## config.mk

```make
export PLATFORM = sky130hd
export DESIGN_NAME = irq_enable_prio
export DESIGN_NICKNAME = d
export VERILOG_FILES = /design/src/irq_regs_pkg.sv /design/src/irq_pick.sv /design/src/irq_enable_prio.sv
export SDC_FILE = /design/constraint.sdc
export NUM_CORES = 1
export LEC_CHECK = 0
export ABC_AREA = 1
export BUFFER_PORTS_ARGS = -buffer_cell sky130_fd_sc_hd__buf_2
export CAP_MARGIN = 40
export CELL_PAD_IN_SITES_DETAIL_PLACEMENT = 2
export CELL_PAD_IN_SITES_GLOBAL_PLACEMENT = 2
export CORE_MARGIN = 1.5
export CORE_UTILIZATION = 23
export DETAILED_ROUTE_END_ITERATION = 10
export HOLD_SLACK_MARGIN = 0.1
export PLACE_DENSITY = 0.75
export REMOVE_ABC_BUFFERS = 1
export SYNTH_ARGS = -nofsm -noshare
export SYNTH_HDL_FRONTEND = slang
export SYNTH_HIERARCHICAL = 1
export SYNTH_SLANG_ARGS = --single-unit
export TNS_END_PERCENT = 30
```

## constraint.sdc

```tcl
create_clock -name clk_sys -period 1.6 [get_ports clk_sys]
set_clock_uncertainty 0.15 [all_clocks]
set_input_delay 0.32 -clock clk_sys [delete_from_list [all_inputs] [get_ports clk_sys]]
set_output_delay 0.32 -clock clk_sys [all_outputs]
set_load 0.03 [all_outputs]
```

## src/irq_regs_pkg.sv

```systemverilog
//==========================================================================
// Summary of operation
//==========================================================================
package irq_regs_pkg;

  //========================================================================
  // Register map
  //========================================================================
  localparam logic [7:0] ENABLE_ADDR   = 8'ha8; // Enable register
  localparam logic [7:0] PRIO_ADDR     = 8'hb8; // Priority register
  localparam logic [7:0] PRIO_PAGE     = 8'h00; // Only page for priority
  localparam logic [7:0] ENABLE_RESET  = 8'h00; // Enable after reset
  localparam logic [7:0] PRIO_RESET    = 8'h80; // Priority after reset
  localparam logic [7:0] PRIO_RO_MASK  = 8'h80; // Bit that reads one

  //========================================================================
  // Field positions
  //========================================================================
  localparam int GLOBAL_EN_BIT  = 7; // Global enable
  localparam int SERIAL_PERIPH_PORT0_BIT       = 6; // Serial peripheral port 0
  localparam int TMR2_BIT       = 5; // Timer 2
  localparam int ASYNC_SERIAL_PORT0_BIT      = 4; // Async serial port 0
  localparam int TMR1_BIT       = 3; // Timer 1
  localparam int EXT1_BIT       = 2; // External interrupt 1
  localparam int TMR0_BIT       = 1; // Timer 0
  localparam int EXT0_BIT       = 0; // External interrupt 0
  localparam int NUM_SOURCES    = 7; // Sources handled here

endpackage : irq_regs_pkg

```

## src/irq_pick.sv

```systemverilog
`timescale 1ns/10ps
`default_nettype none
//==========================================================================
// Lowest-index picker over a request vector
//==========================================================================
module irq_pick #(
  parameter int N = 7
) (
  // Requests
  input  wire logic [N-1:0]         req,
  // Result
  output logic                      hit,
  output logic [$clog2(N)-1:0]      idx
);
  initial begin
    if (N < 2) $error("irq_pick needs at least two sources");
  end

  // Lowest index wins, matching the fixed source order
  always_comb begin
    hit = 1'b0;
    idx = '0;
    for (int i = N - 1; i >= 0; i--) begin
      if (req[i]) begin
        hit = 1'b1;
        idx = i[$clog2(N)-1:0];
      end
    end
  end
endmodule : irq_pick
`default_nettype wire

```

## src/irq_enable_prio.sv

```systemverilog
// Chosen here: the strobed register port.
`timescale 1ns/10ps
`default_nettype none
//==========================================================================
// Interrupt enable and priority registers with request arbiter
//==========================================================================
module irq_enable_prio #(
  parameter int NSRC = 7
) (
  // Clock and reset
  input  wire logic                 clk_sys,
  input  wire logic                 reset,
  // Register port
  input  wire logic [7:0]           reg_addr,
  input  wire logic [7:0]           reg_page,
  input  wire logic [7:0]           reg_wdata,
  input  wire logic                 reg_wr,
  input  wire logic                 reg_rd,
  input  wire logic                 reg_bit_mode,
  input  wire logic [2:0]           reg_bit_sel,
  output logic [7:0]                reg_rdata,
  // Pending flags from the peripherals
  input  wire logic                 ext_irq0_input,
  input  wire logic                 timer0_overflow_flag,
  input  wire logic                 ext_irq1_input,
  input  wire logic                 timer1_overflow_flag,
  input  wire logic                 async_port0_irq,
  input  wire logic                 timer2_low_overflow_flag,
  input  wire logic                 timer2_high_overflow_flag,
  input  wire logic                 serial_periph0_irq,
  // Request towards the core
  output logic                      irq_req,
  output logic [2:0]                irq_src,
  output logic                      irq_high,
  // Register views
  output logic [7:0]                enable_q,
  output logic [7:0]                prio_q
);

  //========================================================================
  // Elaboration checks
  //========================================================================
  initial begin
    if (NSRC != irq_regs_pkg::NUM_SOURCES)
      $error("irq_enable_prio serves exactly seven sources");
  end

  //========================================================================
  // State
  //========================================================================
  typedef struct packed {
    logic [7:0] enable_r;   // Enable register
    logic [6:0] prio_r;     // Writable priority bits
    logic [7:0] rdata_r;    // Read data, valid one cycle after strobe
    logic       req_r;      // Request to core
    logic [2:0] src_r;      // Winning source index
    logic       high_r;     // Winner is high level
  } state_s;

  state_s st_r;             // Registered state
  state_s st_nxt;           // Next state

  logic [NSRC-1:0] pend;    // Raw pending per source
  logic [NSRC-1:0] live;    // Pending and allowed
  logic [NSRC-1:0] prio_v;  // Level per source
  logic [NSRC-1:0] hi_req;  // High level candidates
  logic [NSRC-1:0] lo_req;  // Low level candidates
  logic            hi_hit;  // Any high candidate
  logic            lo_hit;  // Any low candidate
  logic [2:0]      hi_idx;  // First high candidate
  logic [2:0]      lo_idx;  // First low candidate
  logic            en_sel;  // Enable register addressed
  logic            pr_sel;  // Priority register addressed
  logic [7:0]      prio_rd; // Priority as read back
  logic [7:0]      bit_msk; // Single-bit write mask

  //========================================================================
  // Request gating
  //========================================================================
  // Levels are not latched here: a flag held while masked shows up the
  // cycle after both its mask and the global enable are set
  always_comb begin
    pend = '0;
    pend[irq_regs_pkg::EXT0_BIT]  = ext_irq0_input;
    pend[irq_regs_pkg::TMR0_BIT]  = timer0_overflow_flag;
    pend[irq_regs_pkg::EXT1_BIT]  = ext_irq1_input;
    pend[irq_regs_pkg::TMR1_BIT]  = timer1_overflow_flag;
    pend[irq_regs_pkg::ASYNC_SERIAL_PORT0_BIT] = async_port0_irq;
    // Either timer 2 half raises the same request
    pend[irq_regs_pkg::TMR2_BIT]  = timer2_low_overflow_flag |
                                    timer2_high_overflow_flag;
    pend[irq_regs_pkg::SERIAL_PERIPH_PORT0_BIT]  = serial_periph0_irq;
    // Per-source masks, then the global override
    live = pend & st_r.enable_r[NSRC-1:0];
    if (!st_r.enable_r[irq_regs_pkg::GLOBAL_EN_BIT]) begin
      live = '0;
    end
  end

  //========================================================================
  // Priority split
  //========================================================================
  // Bit set places the source at high level
  assign prio_v = st_r.prio_r;
  assign hi_req = live & prio_v;
  assign lo_req = live & ~prio_v;

  // Fixed order inside each level
  irq_pick #(.N(NSRC)) u_pick_hi (
    .req (hi_req),
    .hit (hi_hit),
    .idx (hi_idx)
  );

  irq_pick #(.N(NSRC)) u_pick_lo (
    .req (lo_req),
    .hit (lo_hit),
    .idx (lo_idx)
  );

  //========================================================================
  // Address decode
  //========================================================================
  always_comb begin
    en_sel = 1'b0;
    pr_sel = 1'b0;
    if (reg_addr == irq_regs_pkg::ENABLE_ADDR) begin
      en_sel = 1'b1;
    end else if (reg_addr == irq_regs_pkg::PRIO_ADDR &&
                 reg_page == irq_regs_pkg::PRIO_PAGE) begin
      pr_sel = 1'b1;
    end
  end

  // Unused top bit always reads one
  assign prio_rd = irq_regs_pkg::PRIO_RO_MASK | {1'b0, st_r.prio_r};
  assign bit_msk = 8'h01 << reg_bit_sel;

  //========================================================================
  // Next state
  //========================================================================
  always_comb begin
    st_nxt = st_r;
    st_nxt.rdata_r = 8'h00;
    // Writes: whole byte or one bit
    if (reg_wr && en_sel) begin
      if (reg_bit_mode) begin
        st_nxt.enable_r = (st_r.enable_r & ~bit_msk) |
                          (reg_wdata[0] ? bit_msk : 8'h00);
      end else begin
        st_nxt.enable_r = reg_wdata;
      end
    end else if (reg_wr && pr_sel) begin
      // Top bit has no storage, so writes to it vanish
      if (reg_bit_mode) begin
        st_nxt.prio_r = (st_r.prio_r & ~bit_msk[6:0]) |
                        (reg_wdata[0] ? bit_msk[6:0] : 7'h00);
      end else begin
        st_nxt.prio_r = reg_wdata[6:0];
      end
    end
    // Reads: byte or single bit in bit 0; unmapped reads zero
    if (reg_rd) begin
      if (en_sel) begin
        st_nxt.rdata_r = reg_bit_mode ?
          {7'h00, st_r.enable_r[reg_bit_sel]} : st_r.enable_r;
      end else if (pr_sel) begin
        st_nxt.rdata_r = reg_bit_mode ?
          {7'h00, prio_rd[reg_bit_sel]} : prio_rd;
      end
    end
    // Arbitration: high level beats low, then fixed order
    if (hi_hit) begin
      st_nxt.req_r  = 1'b1;
      st_nxt.src_r  = hi_idx;
      st_nxt.high_r = 1'b1;
    end else if (lo_hit) begin
      st_nxt.req_r  = 1'b1;
      st_nxt.src_r  = lo_idx;
      st_nxt.high_r = 1'b0;
    end else begin
      st_nxt.req_r  = 1'b0;
      st_nxt.src_r  = 3'h0;
      st_nxt.high_r = 1'b0;
    end
  end

  //========================================================================
  // State register
  //========================================================================
  always_ff @(posedge clk_sys or posedge reset) begin
    if (reset) begin
      st_r.enable_r <= irq_regs_pkg::ENABLE_RESET;
      st_r.prio_r   <= irq_regs_pkg::PRIO_RESET[6:0];
      st_r.rdata_r  <= 8'h00;
      st_r.req_r    <= 1'b0;
      st_r.src_r    <= 3'h0;
      st_r.high_r   <= 1'b0;
    end else begin
      st_r <= st_nxt;
    end
  end

  //========================================================================
  // Outputs
  //========================================================================
  assign reg_rdata = st_r.rdata_r;
  assign irq_req   = st_r.req_r;
  assign irq_src   = st_r.src_r;
  assign irq_high  = st_r.high_r;
  assign enable_q  = st_r.enable_r;
  assign prio_q    = {1'b1, st_r.prio_r};

endmodule : irq_enable_prio
`default_nettype wire

```

==> impl_metrics.csv <==
group,metric,value,unit
timing,post-route-min-period,1680,ps
pwr,netSwitchingFraction,0.303,
worst_setup_path,worstPathArrival,1710,ps
drt,drt-wirelength-per-cell,15.4,µm
final_layout,final_common_cell,"nand2_1",
pwr,p_clk_frac,0.280,
pwr,p_leak,0.00164,µW
worst_setup_path,rrSetupSlack,-80,ps
die,die_h,96.0,µm
pwr,power_density,492,nW/µm²
clock_tree,clock-sinks,28,
worst_setup_path,endpoint_kind,"flop",
final_layout,antenna_cells,0,
clock_tree,clkTransAtPathRegs,100,ps
status,violations,"negative setup slack",
clock_tree,htreeDepth,1,
worst_setup_path,ff2ff_path_depth,8,
placement,dpl.hpwl,6.80,mm
synth,synthesis.instances,316,
global_routing,grt-ovfl-total,0,
clock_tree,tritoncts,"built",
synth,synth_area,1990,µm²
drt,drtIter0Drc,59,
worst_setup_path,critPathRequiredTime,1630,ps
drt,vias_per_cell,4.59,
timing,setup_violations,5,
hold_path,min_from,"reg_wdata[0]",
pwr,worst_ir_drop_vdd,0.236,mV
die,rows,33,
global_routing,grt_pass1_wl,12.9,mm
synth,synth-warning-count,6,
die,coreArea,8300,µm²
worst_setup_path,critPathMaxFanout,4,
timing,slew_violations,0,
clock_tree,cts-root-buf,"clkbuf_8",
global_routing,antenna_found_initial,0,
clock_tree,clockBufferDepth,2,
synth,synth_area_leader_cell,"dfrtp_1",
die,initial_core_util,0.240,
placement,gp_congestion,0.817,
timing,fmax,0.595,GHz
final_layout,layout.nets,470,
final_layout,layout_common_cells,"nand2_1 (104), buf_2 (67), buf_4 (44)",
final_layout,syn2layout_area_growth,46.4,%
die,die_x,96.0,µm
drt,drc,0,
pwr,total_power,1430,µW
die,io_pins,69,
final_layout,drive_gt1_frac,0.376,
worst_setup_path,cp-start-kind,"flop",
timing,min_period_over_period,1.05,
synth,synth_top_area_frac,0.352,
worst_setup_path,regToRegEndpoint,"irq_src[0]",
synth,yosysSeqAreaShare,0.352,
timing,fin_ws,-81.8,ps
status,status,"complete, but fails checks",
pwr,power.switching,434,µW
drt,totalWireLength,8.21,mm
final_layout,utilization,0.351,
global_routing,grt_max_degree,29,
timing,rsz0062_at_grt,"yes",
drt,vias,2449,
pwr,combPwrFrac,0.212,
synth,avgSynthCellArea,6.29,µm²
pwr,pwr-share-seq,0.507,
drt,drt-pass1-iter-count,4,
clock_tree,clkLatencyLatePin,280,ps
timing,hold_viol_final,0,
hold_path,min_path_type,"primary input to flop",
timing,fin_setup_tns,-360,ps
worst_setup_path,crit_type,"flop to flop",
synth,ys_ff_latch,28,
global_routing,grt_usage,0.184,
clock_tree,numCtsBuffers,3,
global_routing,grt_pass1_vias,2679,
placement,place.port_buffers,67,
die,die_area,9210,µm²
drt,postRouteAntennaNets,0,
final_layout,fill_cells,1045,
synth,synth.distinct_cells,28,
flow_run,drv_cap,0,
hold_path,hold_depth,3,
pwr,p_int,1000,µW
synth,ys_top_cells_by_area,"dfrtp_1 (35%), nand2_1 (21%), inv_1 (8.5%), nor2_1 (7.7%), nand3_1 (6.8%)",
## cell usage after synthesis (all sizes together)
| cell type | n |
|---|---|
| nand4 | 4 |
| nor4 | 2 |
| o31ai | 1 |
| inv | 48 |
| nand3 | 28 |
| nand2 | 112 |
| a21oi | 6 |
| nor2 | 50 |
| o21ai | 25 |
| conb | 1 |
| dfrtp | 28 |
| nor3 | 3 |
| clkinv | 1 |
| buf | 6 |
| or2 | 1 |
## layout make-up
class	count	area, µm²	area share
multi-input cells	233	1140	0.392
inverters	49	185	0.0636
repair buffers	115	709	0.244
flip-flops and latches	28	703	0.242
clock buffers	3	41.3	0.0142
well taps	105	131	0.0451
## power by group through the flow
stage,Sequential (µW),Clock (µW),Combinational (µW)
after global placement,739,0,279
after CTS,727,418,302
final,727,402,305
after global routing,729,443,335
after detailed placement,740,0,290
after floorplan,760,0,115
## worst max-delay path: stages (launching register included)
cell and delay, ps:
dfrtp_2 450, buf_4 150, nand3_1 90, nor2_1 80
nor2_4 110, nand4_1 220, buf_4 220, nand2_1 60
nand2_1 50
## routing by layer
| metal | GRT usage | wire length, µm | vias up |
|---|---|---|---|
| met2 | 0.353 | 4420 | 41 |
| li1 | - | - | 1196 |
| met5 | 0 | 0 | - |
| met3 | 0.0182 | 204 | 4 |
| met4 | 0.0257 | 40 | 0 |
| met1 | 0.223 | 3540 | 1208 |
## worst max-delay path by stage
stage / depth (start not counted) / start / slack [ps] / end
2_1_floorplan: 7 / flop / -260 / irq_src[1]
3_3_place_gp: 7 / timer2_high_overflow_flag / -100 / irq_req
3_5_place_dp: 7 / timer2_high_overflow_flag / -180 / irq_req
4_1_cts: 8 / flop / -80 / irq_src[1]
5_1_grt: 9 / flop / -210 / irq_src[0]
6_report: 8 / flop / -80 / irq_src[0]
## per-stage QoR
step | worst slack, ps | cells | hold WS [ps] | cell area (µm²)
6_report | -81.8 | 533 | 178 | 2910
5_1_grt | -206 | 533 | 212 | 2910
4_1_cts | -77.0 | 531 | 180 | 2840
3_5_place_dp | -182 | 523 | 277 | 2720
3_3_place_gp | -98.6 | 523 | 256 | 2720
2_1_floorplan | -256 | 310 | 235 | 1950
## cell families (layout without fill, tap and decap cells)
kind of cell | count (synthesis) | count (layout) | synth area share
and+or+nand+nor | 200 | 200 | 0.447
buffers and inverters | 55 | 167 | 0.113
AOI/OAI and AO/OA | 32 | 32 | 0.0856
DFF | 28 | 28 | 0.352
other | 1 | 1 | 0.00189
## what timing repair did
item	CTS	global route
endpoints found under the setup margin	4	5
hold buffers	1	0
resized for setup	12	17
endpoints found under the hold margin	28	0
pin swaps	9	10
buffers inserted	4	3
Note: power is estimated with default switching activity, not from simulation.
